### config.mk
export PLATFORM = sky130hd
export DESIGN_NAME = windowed_watchdog_timer
export DESIGN_NICKNAME = d
export VERILOG_FILES = /design/src/core/wdt_pkg.sv /design/src/core/wdt_period_if.sv /design/src/core/wdt_period_decode.sv /design/src/core/windowed_watchdog_timer.sv
export SDC_FILE = /design/constraint.sdc
export NUM_CORES = 1
export LEC_CHECK = 0
export ABC_AREA = 1
export BUFFER_PORTS_ARGS = -buffer_cell sky130_fd_sc_hd__buf_2
export CAP_MARGIN = 10
export CORE_UTILIZATION = 25
export DETAILED_ROUTE_END_ITERATION = 7
export GPL_TIMING_DRIVEN = 0
export PLACE_DENSITY_LB_ADDON = 0.2
export RECOVER_POWER = 25
export SYNTH_ARGS = -nofsm -noshare
export SYNTH_HDL_FRONTEND = slang
export SYNTH_SLANG_ARGS = --single-unit
### constraint.sdc
create_clock -name core_clk -period 6.5 [get_ports core_clk]
set_input_delay 0.65 -clock core_clk [delete_from_list [all_inputs] [get_ports core_clk]]
set_output_delay 0.65 -clock core_clk [all_outputs]
set_load 0.005 [all_outputs]
### src/core/wdt_pkg.sv
//==============================================================
// Behaviour
// - Debug-stop bit: free in special modes, otherwise set-only.
// - Outside special modes window and rate accept one write only.
// - Period restarts on accepted nonzero rate or debug-stop rising.
// - Window mode: arm writes in first 75% of period reset.
// - Write-mask bit is write-only; masked writes keep window and rate, but still write debug-stop (a rise restarts count).
// - Debug-stop set halts counters while background debug is active.
// - Nonzero rate enables counter; time-out requests system reset.
// - Debug active, stop clear, emulation/special: longest period, normal mode.
// - Rate 000 off; 001..111 give 2^14,16,18,20,22,23,24 cycles.
// - Time-out counted from last restart: reset, accepted nonzero rate, debug-stop rise or completed arm pair.
// - Factory test registers read zero outside special modes, writable inside.
// - Arm register reads zero; writes ignored while rate is 000.
// - Enabled: arm values other than 0x55/0xAA reset; 0x55 then 0xAA restarts.
// - Repeated first or second values tolerated; restart needs second after first.
// - Window mode: repeated first value allowed in window; pair restarts.
package wdt_pkg;
  //==============================================================
  // Register map
  localparam logic [3:0] ADDR_CONTROL     = 4'h8;
  localparam logic [3:0] ADDR_BYPASS      = 4'h9;
  localparam logic [3:0] ADDR_TEST        = 4'hA;
  localparam logic [3:0] ADDR_ARM         = 4'hB;
  // Control register fields
  localparam int         BIT_WINDOW       = 7;
  localparam int         BIT_DEBUG_STOP   = 6;
  localparam int         BIT_WRITE_MASK   = 5;
  localparam int         RATE_LSB         = 0;
  localparam logic [2:0] RATE_OFF         = 3'h0;
  localparam logic [2:0] RATE_LONGEST     = 3'h7;
  // Reset values
  localparam logic [7:0] CONTROL_RESET    = 8'h00;
  localparam logic [7:0] TEST_RESET       = 8'h00;
  // Arm sequence values
  localparam logic [7:0] ARM_FIRST        = 8'h55;
  localparam logic [7:0] ARM_SECOND       = 8'hAA;
  // Counter width, enough for 2^24 cycles
  localparam int         CNT_W            = 24;
endpackage

### src/core/wdt_period_if.sv
`timescale 1ns/10ps
// Period selection travelling from control to counter decode
interface wdt_period_if;
  logic [2:0]  rate;
  logic [23:0] count;
  logic        in_window;
  modport ctrl (output rate, input count, in_window);
  modport dec  (input rate, count, output in_window);
endinterface

### src/core/wdt_period_decode.sv
`timescale 1ns/10ps
module wdt_period_decode
  import wdt_pkg::*;
(
  wdt_period_if.dec p
);
  logic [CNT_W-1:0] limits [8];
  logic [CNT_W-1:0] limit;
  //==============================================================
  // Terminal counts per rate
  assign limits[0] = '0;
  assign limits[1] = 24'h003FFF;
  assign limits[2] = 24'h00FFFF;
  assign limits[3] = 24'h03FFFF;
  assign limits[4] = 24'h0FFFFF;
  assign limits[5] = 24'h3FFFFF;
  assign limits[6] = 24'h7FFFFF;
  assign limits[7] = 24'hFFFFFF;
  assign limit = limits[p.rate];
  // Last quarter: count at or past three quarters of the period
  assign p.in_window = ({2'h0, p.count} >= ({2'h0, limit} + 26'h1) - (({2'h0, limit} + 26'h1) >> 2));
endmodule // wdt_period_decode

### src/core/windowed_watchdog_timer.sv
`timescale 1ns/10ps
module windowed_watchdog_timer
  import wdt_pkg::*;
(
  input  wire logic       core_clk,
  input  wire logic       nrst,
  input  wire logic [3:0] addr,
  input  wire logic [7:0] wdata,
  input  wire logic       wr,
  input  wire logic       rd,
  output logic      [7:0] rdata,
  input  wire logic       special_mode,
  input  wire logic       emulation_mode,
  input  wire logic       debug_active,
  output logic            tick_halt,
  output logic            reset_req
);
  logic             window_enable;
  logic             debug_stop;
  logic [2:0]       rate_select;
  logic             written_once;
  logic [7:0]       factory_bypass;
  logic [7:0]       factory_test_control;
  logic             armed_first;
  logic [CNT_W-1:0] count;
  wdt_period_if     per ();

  //==============================================================
  // Decode
  wire wr_ctrl   = wr && addr == ADDR_CONTROL;
  wire wr_arm    = wr && addr == ADDR_ARM;
  wire wr_byp    = wr && addr == ADDR_BYPASS && special_mode;
  wire wr_test   = wr && addr == ADDR_TEST && special_mode;
  wire masked    = wdata[BIT_WRITE_MASK];
  wire field_ok  = wr_ctrl && !masked && (special_mode || !written_once);
  wire [2:0] wr_rate = wdata[RATE_LSB+:3];
  // Outside special modes a zero rate or clear window is ignored
  wire next_rate_take = field_ok && (special_mode || wr_rate != RATE_OFF);
  wire next_win_take  = field_ok && (special_mode || wdata[BIT_WINDOW]);
  wire stop_ok   = wr_ctrl && (special_mode || wdata[BIT_DEBUG_STOP]);
  wire stop_rise = stop_ok && !debug_stop && wdata[BIT_DEBUG_STOP];
  wire enabled   = rate_select != RATE_OFF;
  // Debug override forces longest period in normal mode
  wire override  = enabled && debug_active && !debug_stop
                   && (emulation_mode || special_mode);
  wire halted    = debug_stop && debug_active;
  wire win_mode  = window_enable && !override;
  assign per.rate = override ? RATE_LONGEST : rate_select;
  assign per.count = count;
  // Terminal count of the selected period
  wire at_limit  = (per.rate == 3'h1) ? &count[13:0] : (per.rate == 3'h2) ? &count[15:0] :
                   (per.rate == 3'h3) ? &count[17:0] : (per.rate == 3'h4) ? &count[19:0] :
                   (per.rate == 3'h5) ? &count[21:0] : (per.rate == 3'h6) ? &count[22:0] :
                   &count[23:0];
  wire expired   = enabled && !halted && at_limit;
  wire arm_live  = wr_arm && enabled;
  wire bad_value = arm_live && wdata != ARM_FIRST && wdata != ARM_SECOND;
  wire early     = arm_live && win_mode && !per.in_window;
  wire arm_done  = arm_live && !bad_value && !early
                   && wdata == ARM_SECOND && armed_first;
  wire fire      = expired || bad_value || early;
  wire restart   = (next_rate_take && wr_rate != RATE_OFF) || stop_rise || arm_done;

  wdt_period_decode u_dec (
    .p (per.dec)
  );

  //==============================================================
  // Control register
  always_ff @(posedge core_clk or negedge nrst) begin
    if (!nrst) begin
      window_enable <= CONTROL_RESET[BIT_WINDOW];
      debug_stop    <= CONTROL_RESET[BIT_DEBUG_STOP];
      rate_select   <= CONTROL_RESET[RATE_LSB+:3];
      written_once  <= 1'b0;
    end else begin
      if (next_win_take) window_enable <= wdata[BIT_WINDOW];
      if (next_rate_take) rate_select <= wr_rate;
      if (stop_ok) debug_stop <= wdata[BIT_DEBUG_STOP];
      if (field_ok) written_once <= 1'b1;
    end
  end

  //==============================================================
  // Factory test registers, special modes only
  always_ff @(posedge core_clk or negedge nrst) begin
    if (!nrst) begin
      factory_bypass       <= TEST_RESET;
      factory_test_control <= TEST_RESET;
    end else begin
      if (wr_byp) factory_bypass <= wdata;
      if (wr_test) factory_test_control <= wdata;
    end
  end

  //==============================================================
  // Arm sequence; repeated first value keeps the pair open
  always_ff @(posedge core_clk or negedge nrst) begin
    if (!nrst) begin
      armed_first <= 1'b0;
    end else if (restart || fire) begin
      armed_first <= 1'b0;
    end else if (arm_live && wdata == ARM_FIRST) begin
      armed_first <= 1'b1;
    end
  end

  //==============================================================
  // Time-out counter; a reset request starts it afresh too
  always_ff @(posedge core_clk or negedge nrst) begin
    if (!nrst) begin
      count <= '0;
    end else if (restart || fire || !enabled) begin
      count <= '0;
    end else if (!halted) begin
      count <= count + 24'h1;
    end
  end

  //==============================================================
  // Read data and outputs, all registered
  wire [7:0] ctrl_view = {window_enable, debug_stop, 3'h0, rate_select};
  wire [7:0] next_rdata = !rd ? 8'h00 :
                          addr == ADDR_CONTROL ? ctrl_view :
                          addr == ADDR_BYPASS && special_mode ? factory_bypass :
                          addr == ADDR_TEST && special_mode ? factory_test_control :
                          8'h00;
  always_ff @(posedge core_clk or negedge nrst) begin
    if (!nrst) begin
      rdata     <= 8'h00;
      reset_req <= 1'b0;
      tick_halt <= 1'b0;
    end else begin
      rdata     <= next_rdata;
      reset_req <= fire;
      tick_halt <= halted;
    end
  end
endmodule // windowed_watchdog_timer

==> results of run 1 <==
-- layer usage --
layer / track usage / share of wire
met5: 0 / 0
met4: 0.0510 / 0.014
met3: 0.0275 / 0.028
met2: 0.196 / 0.46
met1: 0.178 / 0.50
-- sequential cells by signal, summed over array words and instances (netlist names) --
signal and flops:
armed_first 1, count 24, debug_stop 1, factory_bypass 8, factory_test_control 8, rate_select 3, rdata 8, reset_req 1
tick_halt 1, window_enable 1, written_once 1
-- placed cells by master, fill, tap and decap left out, types with 2 or more instances in the layout --
master,count
nand2_1,119
inv_1,76
dfrtp_1,57
nor2_1,43
o21ai_0,28
buf_2,27
nand3_1,25
nor3_1,21
ha_1,21
a21oi_1,17
nand4_1,17
xor2_1,13
nor2_4,12
clkbuf_16,9
xnor2_1,5
clkbuf_1,5
inv_2,4
nor4_1,4
nand3_2,3
o211ai_1,3
nor2_2,3
clkinvlp_4,3
buf_4,2
a22oi_1,2
nand2_4,2
conb_1,2
bufinv_16,2
-- final timing paths --
check | from | to | cells past startpoint
setup / recovery | rate_select[0] | count[10] | 31
hold / removal | written_once | written_once | 2
setup reg to reg | rate_select[0] | count[10] | 31
hold reg to reg | written_once | written_once | 2
max in group asynchronous | nrst | count[11] | 2
min in group asynchronous | nrst | factory_bypass[4] | 1
-- per-stage QoR --
step | hold WS [ps] | instance area, µm² | power [mW] | utilization | std cells
finish | 452 | 4450 | 1.25 | 0.305 | 725
global route | 488 | 4450 | 1.35 | 0.305 | 725
CTS | 385 | 4470 | 1.27 | 0.306 | 725
detailed placement | 450 | 4140 | 0.748 | 0.284 | 709
global placement | 440 | 4120 | 0.740 | 0.282 | 708
floorplan | 354 | 3750 | 0.661 | - | 496
-- cell type report --
class	count	area (µm²)
buffer	7	52.6
clock buffer	10	239
clock inverter	6	91.3
fill	1546	10100
inverter	82	309
multi-input combinational	350	1960
sequential	57	1430
tap	184	230
timing repair buffer	29	143
-- critical path, delay by kind of cell, from the launching register on --
| family | cells | cell delay (ps) |
|---|---|---|
| simple gates | 20 | 1890 |
| fa+ha+maj | 3 | 980 |
| buf+inv | 6 | 740 |
| flops | 1 | 450 |
| xor+xnor | 1 | 180 |
| compound gates | 1 | 170 |
-- where the power goes --
group | switching (mW) | internal [mW]
registers | 0.0209 | 0.385
logic | 0.214 | 0.119
clock network | 0.170 | 0.346
-- logic make-up (layout without fill, tap and decap cells) --
kind of cell / count (synthesis) / in the layout / share of synthesized area
AND/OR/NAND/NOR: 254 / 254 / 0.328
other: 2 / 2 / 0.00200
adder cells (fa/ha/maj): 21 / 21 / 0.0701
XOR/XNOR: 18 / 18 / 0.0421
AO/OA/AOI/OAI: 55 / 55 / 0.0802
flip-flops: 57 / 57 / 0.381
buffers and inverters: 89 / 134 / 0.0965
==> summary.txt, run 1 <==
outcome: finished, violations left
failing checks: capacitance limit, slew limit
Final setup viols: 0
area leader, netlist: dfrtp_1
Clock Pin Slew Worst Setup and Hold Paths: 50 ps
Pwr Density: 282 nW/µm²
post-CTS resize count: 0
Main synth FF type: dfrtp_1
IO Pins: 29
Post-Synthesis Cells: 496
most frequent CP cell: nand2_1
per-cell routed wire length: 12.9 µm
final worst path period need: 4510 ps
Slew @ Worst Pin: 1660 ps
n_diodes: 0
setup bufs post-CTS: 0
WS Path Type: flop to flop
Reg2Reg Setup Slack: 1990 ps
Fin. Hold Viols: 0
clk sink count: 57
syn nets: 536
Placement Rows: 44
root buffer cell: clkbuf_16
post-place setup slack: 1670 ps
latest clock arrival within the worst-skew pair: 330 ps
worst rel slew slack: -0.108
Synth area leaders: dfrtp_1, nand2_1, inv_1
Syn Std Cell Area: 3750 µm²
syn avg cell area: 7.55 µm²
crit share post-route: 0.694
CP peak stage delay: 450 ps
nets@finish: 576
Crit. End Element: flop
DRT Pass-1 Iters: 4
remaining global-route overflow: 0
setup TNS: 0 ps
crit path DAT: 4720 ps
CP Launch Type: flop
CTS tree: yes
worst IR drop on VDD: 0.000127 V
CTS H-tree lvls: 3
Chip Width: 124 µm
Worst Path Required: 6710 ps
chip height: 124 µm
TritonCTS Buffers: 9
largest net degree at the start of global routing: 31
first-pass GRT wire length: 16,000 µm
core area: 14,600 µm²
FFs w/ async S/R, synth: 1.00
CP max-delay cell: dfrtp_1
worst-path fanout max: 10
Final ANT Viol Nets: 0
Synth top area share: 0.381
PortBufs: 28
Warnings, synthesis: 0
FF+latch count, synth: 57
vias in the first global route: 3,162
layout cells sized above 1: 0.140
Area growth syn-to-layout: 18.8%
RSZ-0062 raised after global routing: no
placer congestion estimate: 0.793
routed wire length: 9370 µm
max-cap viol count: 2
post-synthesis sequential area ratio: 0.381
Initial Util: 0.257
hold crit path type: flop to flop
CTS max path bufs: 2
most frequent cell after synthesis: nand2_1
Vias/cell: 4.49
total global-route track usage: 0.129
hold buffers post-CTS: 0
DRC: 0
Final HPWL DP: 7300 µm
antenna violations before repair: 0
Post-synth EDFFs: 0
die area: 15,500 µm²
Final WS setup: 1990 ps
via count: 3,255
top cells by count, synth: nand2_1, inv_1, dfrtp_1
Pins Over Slew Limit: 60
initial drt markers: 96
Leakage Power: 2.21 nW
FMAX: 0.222 GHz
distinct cell type count of the synthesized netlist: 37
Setup Skew: 5.69 ps
(Power assumes the default switching activity.)
==> run 2: changes to the inputs <==
clock period = 4.65 ns   (was 6.5 ns; I/O delays follow)
==> summary.txt, run 2 (synthesized netlist as in run 1, its figures left out) <==
final worst path period need: 4280 ps (-228 ps)
NetSw: 0.585 mW (+45%)
commonest non-fill, non-tap cells in the layout: nand2_1, inv_1, dfrtp_1
Top reg by flops: count
max reg flops: 24 (unchanged)
Worst R2R End: count[10]
Crit. End Element: flop
Initial Util: 0.257 (unchanged)
Comb power frac: 0.286 (+0.021)
FILL cells: 1,536 (-0.65%)
per-cell routed wire length: 13.1 µm (+1.4%)
total global-route track usage: 0.129 (unchanged)
internal power: 1.22 mW (+43%)
Final HPWL DP: 7300 µm (unchanged)
CTS max path bufs: 2 (unchanged)
worst-path fanout max: 11 (+1)
FMAX: 0.233 GHz (+5.3%)
remaining global-route overflow: 0 (unchanged)
chip height: 124 µm (unchanged)
Hold Path Sink: rdata[6]
nets@finish: 580 (+0.69%)
outcome: finished, violations left
met3 wire len: 335 µm (+27%)
first-pass GRT wire length: 16,000 µm (unchanged)
failing checks: capacitance limit, slew limit
worst rel slew slack: -0.103 (+0.00505)
commonest non-fill, non-tap cell in the layout: nand2_1
Placement Rows: 44 (unchanged)
hold crit path type: input port to flop
n_diodes: 0 (unchanged)
Final ANT Viol Nets: 0 (unchanged)
Fin. Hold Viols: 0 (unchanged)
antenna violations before repair: 0 (unchanged)
CTS tree: yes
Final WS setup: 366 ps (-1620 ps)
Pins Over Slew Limit: 60 (unchanged)
setup TNS: 0 ps (unchanged)
wire length on met2: 4410 µm (+3.5%)
worst IR drop on VDD: 0.000177 V (+39%)
WS Path Type: flop to flop
crit path DAT: 4550 ps (-170 ps)
Switching Fraction: 0.325 (+0.00169)
Reg2Reg Launch Point: rate_select[1]
die area: 15,500 µm² (unchanged)
Reg2Reg Setup Slack: 370 ps (-1620 ps)
hold buffers post-CTS: 0 (unchanged)
CP max-delay cell: dfrtp_1
Chip Width: 124 µm (unchanged)
most frequent CP cell: nand2_1
root buffer cell: clkbuf_16
Clock power frac: 0.399 (-0.013)
via count: 3,289 (+1.0%)
CP peak stage delay: 350 ps (-100 ps)
DRC: 0 (unchanged)
layout cells sized above 1: 0.154 (+0.0136)
core area: 14,600 µm² (unchanged)
RSZ-0062 raised after global routing: no
cell depth of the worst hold path: 3 (+1)
Top Metal Used: met4
TritonCTS Buffers: 9 (unchanged)
reg2reg path depth: 32 (+3.2%)
metal1 wirelength: 4710 µm (+0.11%)
Area growth syn-to-layout: 21.2%
Leakage Power: 2.23 nW (+1.2%)
CTS H-tree lvls: 3 (unchanged)
Clock Pin Slew Worst Setup and Hold Paths: 60 ps (about the same)
crit share post-route: 0.921 (+0.227)
initial drt markers: 96 (unchanged)
sequential group share of total power: 0.315 (-0.008)
routed wire length: 9560 µm (+2.0%)
vias in the first global route: 3,162 (unchanged)
post-place setup slack: 7.91 ps (-1660 ps)
placer congestion estimate: 0.793 (unchanged)
Slew @ Worst Pin: 1650 ps (-7.58 ps)
latest clock arrival within the worst-skew pair: 330 ps (about the same)
clk sink count: 57 (unchanged)
Setup Skew: 5.90 ps (+0.209 ps)
largest net degree at the start of global routing: 31 (unchanged)
CP Launch Type: flop
Pwr Density: 397 nW/µm² (+41%)
IO Pins: 29 (unchanged)
Vias/cell: 4.51 (+0.49%)
PortBufs: 28 (unchanged)
max-cap viol count: 2 (unchanged)
DRT Pass-1 Iters: 4 (unchanged)
hold_sp: rd
Worst Path Required: 4910 ps (-1800 ps)
Final setup viols: 0 (unchanged)
run 2: how the worst max path moves through the flow:
stage                         from         to  depth (start not counted)
finish              rate_select[1]  count[10]                         32
global route        rate_select[1]  count[22]                         31
CTS                 rate_select[0]  count[10]                         31
detailed placement    special_mode  count[10]                         32
global placement      special_mode   count[8]                         32
floorplan           rate_select[1]  count[10]                         33
run 2: metal layers:
| layer | track usage | vias to the layer above |
|---|---|---|
| met5 | 0 | - |
| met4 | 0.0510 | 0 |
| met3 | 0.0275 | 9 |
| met2 | 0.196 | 53 |
| met1 | 0.178 | 1543 |
| li1 | - | 1684 |
run 2: cell type report:
| cell class | instances | area [µm²] | share of cell area |
|---|---|---|---|
| plain buffers | 7 | 65.1 | 0.0143 |
| clock buffers | 10 | 239 | 0.0526 |
| clock inverters | 6 | 91.3 | 0.0201 |
| inverters | 82 | 314 | 0.0692 |
| multi-input cells | 351 | 2010 | 0.442 |
| flip-flops and latches | 57 | 1430 | 0.314 |
| well taps | 184 | 230 | 0.0507 |
| repair buffers | 32 | 165 | 0.0364 |
run 2: power groups by stage:
stage	clock, mW	combinational (mW)	sequential [mW]
4_1_cts	0.741	0.473	0.566
2_1_floorplan	0	0.356	0.568
6_report	0.720	0.517	0.568
5_1_grt	0.774	0.592	0.572
3_3_place_gp	0	0.461	0.573
3_5_place_dp	0	0.471	0.575
run 2: worst max-delay path: cells and delay by family (launching register included):
family,cells,cell delay [ps]
fa+ha+maj,3,900
flops,1,350
simple gates,21,1880
buf+inv,6,770
xor+xnor,1,150
compound gates,1,140
run 2: what timing repair did:
| item | CTS | global route |
|---|---|---|
| buffers inserted | 0 | 3 |
| setup endpoints to repair | 0 | 25 |
| resized for setup | 0 | 12 |
run 2: through the flow:
stage          instance area [µm²]   util  total power, mW  hold WS (ps)  std cells
6_report                      4540  0.311             1.80           404        729
3_5_place_dp                  4140  0.284             1.05           450        709
5_1_grt                       4540  0.311             1.94           408        729
4_1_cts                       4470  0.306             1.78           200        725
3_3_place_gp                  4120  0.282             1.03           440        708
2_1_floorplan                 3750      -            0.924           169        496
==> run 3: changes to the inputs <==
GPL_TIMING_DRIVEN = not set   (was 0)
PLACE_DENSITY_LB_ADDON = not set   (was 0.2)
==> summary.txt, run 3 (synthesized netlist as in run 1, its figures left out) <==
largest net degree at the start of global routing: 58 (+87%)
failing checks: capacitance limit, slew limit
Leakage Power: 2.23 nW (-0.20%)
CP max-delay cell: dfrtp_1
clk sink count: 57 (unchanged)
final worst path period need: 4240 ps (-40.4 ps)
root buffer cell: clkbuf_16
hold_sp: rd
Setup Skew: 10.8 ps (+4.95 ps)
Setup crit start: rate_select[2]
DRT Pass-1 Iters: 4 (unchanged)
worst rel slew slack: -1.05 (-0.944)
CP Launch Type: flop
Final ANT Viol Nets: 0 (unchanged)
remaining global-route overflow: 0 (unchanged)
most frequent CP cell: nand2_1
worst IR drop on VDD: 0.000174 V (-1.6%)
layout cells sized above 1: 0.158 (+0.00396)
Vias/cell: 4.39 (-2.6%)
core area: 14,600 µm² (unchanged)
total global-route track usage: 0.123 (-0.00653)
per-cell routed wire length: 12.5 µm (-5.0%)
placer congestion estimate: 0.813 (+2.5%)
antenna violations before repair: 0 (unchanged)
Area growth syn-to-layout: 20.1%
Chip Width: 124 µm (unchanged)
Final Core Density: 0.308 (-0.00274)
Slew @ Worst Pin: 3070 ps (+1420 ps)
crit share post-route: 0.913 (-0.00869)
Clock Pin Slew Worst Setup and Hold Paths: 60 ps (about the same)
total power after layout: 1.73 mW (-4.2%)
routed wire length: 9070 µm (-5.1%)
Crit. End Element: flop
Pwr Density: 384 nW/µm² (-3.4%)
DRC: 0 (unchanged)
first-pass GRT wire length: 15,600 µm (-2.4%)
via count: 3,199 (-2.7%)
WS Path Type: flop to flop
Reg2Reg Launch Point: rate_select[2]
initial drt markers: 194 (+100%)
max reg flops: 24 (unchanged)
Final HPWL DP: 6700 µm (-8.2%)
outcome: finished, violations left
TritonCTS Buffers: 9 (unchanged)
Initial Util: 0.257 (unchanged)
IO Pins: 29 (unchanged)
Top reg by flops: count
n_diodes: 0 (unchanged)
CP peak stage delay: 450 ps (+100 ps)
CTS max path bufs: 2 (unchanged)
FMAX: 0.236 GHz (+0.95%)
latest clock arrival within the worst-skew pair: 330 ps (about the same)
max-cap viol count: 1 (-1)
vias in the first global route: 3,145 (-0.54%)
worst-path fanout max: 10 (-1)
die area: 15,500 µm² (unchanged)
Worst Path Required: 4910 ps (about the same)
chip height: 124 µm (unchanged)
commonest non-fill, non-tap cell in the layout: nand2_1
Fin. Hold Viols: 0 (unchanged)
Final setup viols: 0 (unchanged)
nets@finish: 579 (-0.17%)
Placement Rows: 44 (unchanged)
CTS tree: yes
CTS H-tree lvls: 3 (unchanged)
hold crit path type: input port to flop
PortBufs: 28 (unchanged)
crit path DAT: 4500 ps (-50 ps)
commonest non-fill, non-tap cells in the layout: nand2_1, inv_1, dfrtp_1
Pins Over Slew Limit: 58 (-3.3%)
==> run 3: changes by cell type in the layout (fill, tap and decap cells not counted), sizes merged <==
cell,previous run,this run
bufinv,2,1
nand2,124,123
buf,34,38
clkinv,3,4
clkinvlp,3,2
clkbuf,15,12
==> run 3: worst paths after layout <==
kind	endpoint	slack [ps]	cells after the start
worst max-delay path	count[15]	410	32
worst min-delay path	rdata[6]	410	3
worst max register to register	count[15]	410	32
worst min register to register	written_once	470	2
max in group asynchronous	rate_select[0]	1470	2
min in group asynchronous	factory_test_control[4]	1240	2
==> run 3: cell type report <==
type                       count  area [µm²]
sequential                    57        1430
timing repair buffer          39         231
fill                        1560       10100
tap                          184         230
clock buffer                  11         243
clock inverter                 5        55.1
inverter                      82         314
multi-input combinational    350        2000
==> run 3: routing by layer <==
metal	track usage	vias up	wire (µm)
met5	0	-	0
met4	0.0369	0	85
met3	0.0210	7	265
met2	0.192	49	4190
met1	0.172	1466	4530
li1	-	1677	-
==> run 3: worst max-delay path, delay by kind of cell (launching register included) <==
kind | cells | cell delay, ps
compound gates | 1 | 170
xor+xnor | 1 | 140
fa+ha+maj | 3 | 910
buf+inv | 6 | 700
flops | 1 | 450
simple gates | 21 | 1790
==> run 3: timing repair <==
| action | 4_1_cts | 5_1_grt |
|---|---|---|
| hold buffers | 0 | 0 |
| setup buffers | 0 | 7 |
| setup endpoints to repair | 0 | 25 |
| gates resized for setup | 0 | 10 |
==> run 3: stage by stage <==
step,setup WS [ps],instance area (µm²),TNS [ps],cells,hold slack [ps]
after floorplan,871,3750,0,496,169
after global placement,199,4090,0,705,441
after detailed placement,97.8,4090,0,705,457
after CTS,104,4390,0,721,307
after global routing,-14.2,4500,-36.5,728,429
final,406,4500,0,728,408
==> run 3: power breakdown <==
group | internal, mW | leakage (nW) | switching, mW | total [mW]
sequential | 0.539 | 0.763 | 0.0313 | 0.570
combinational | 0.193 | 1.32 | 0.303 | 0.496
clock | 0.427 | 0.142 | 0.235 | 0.662
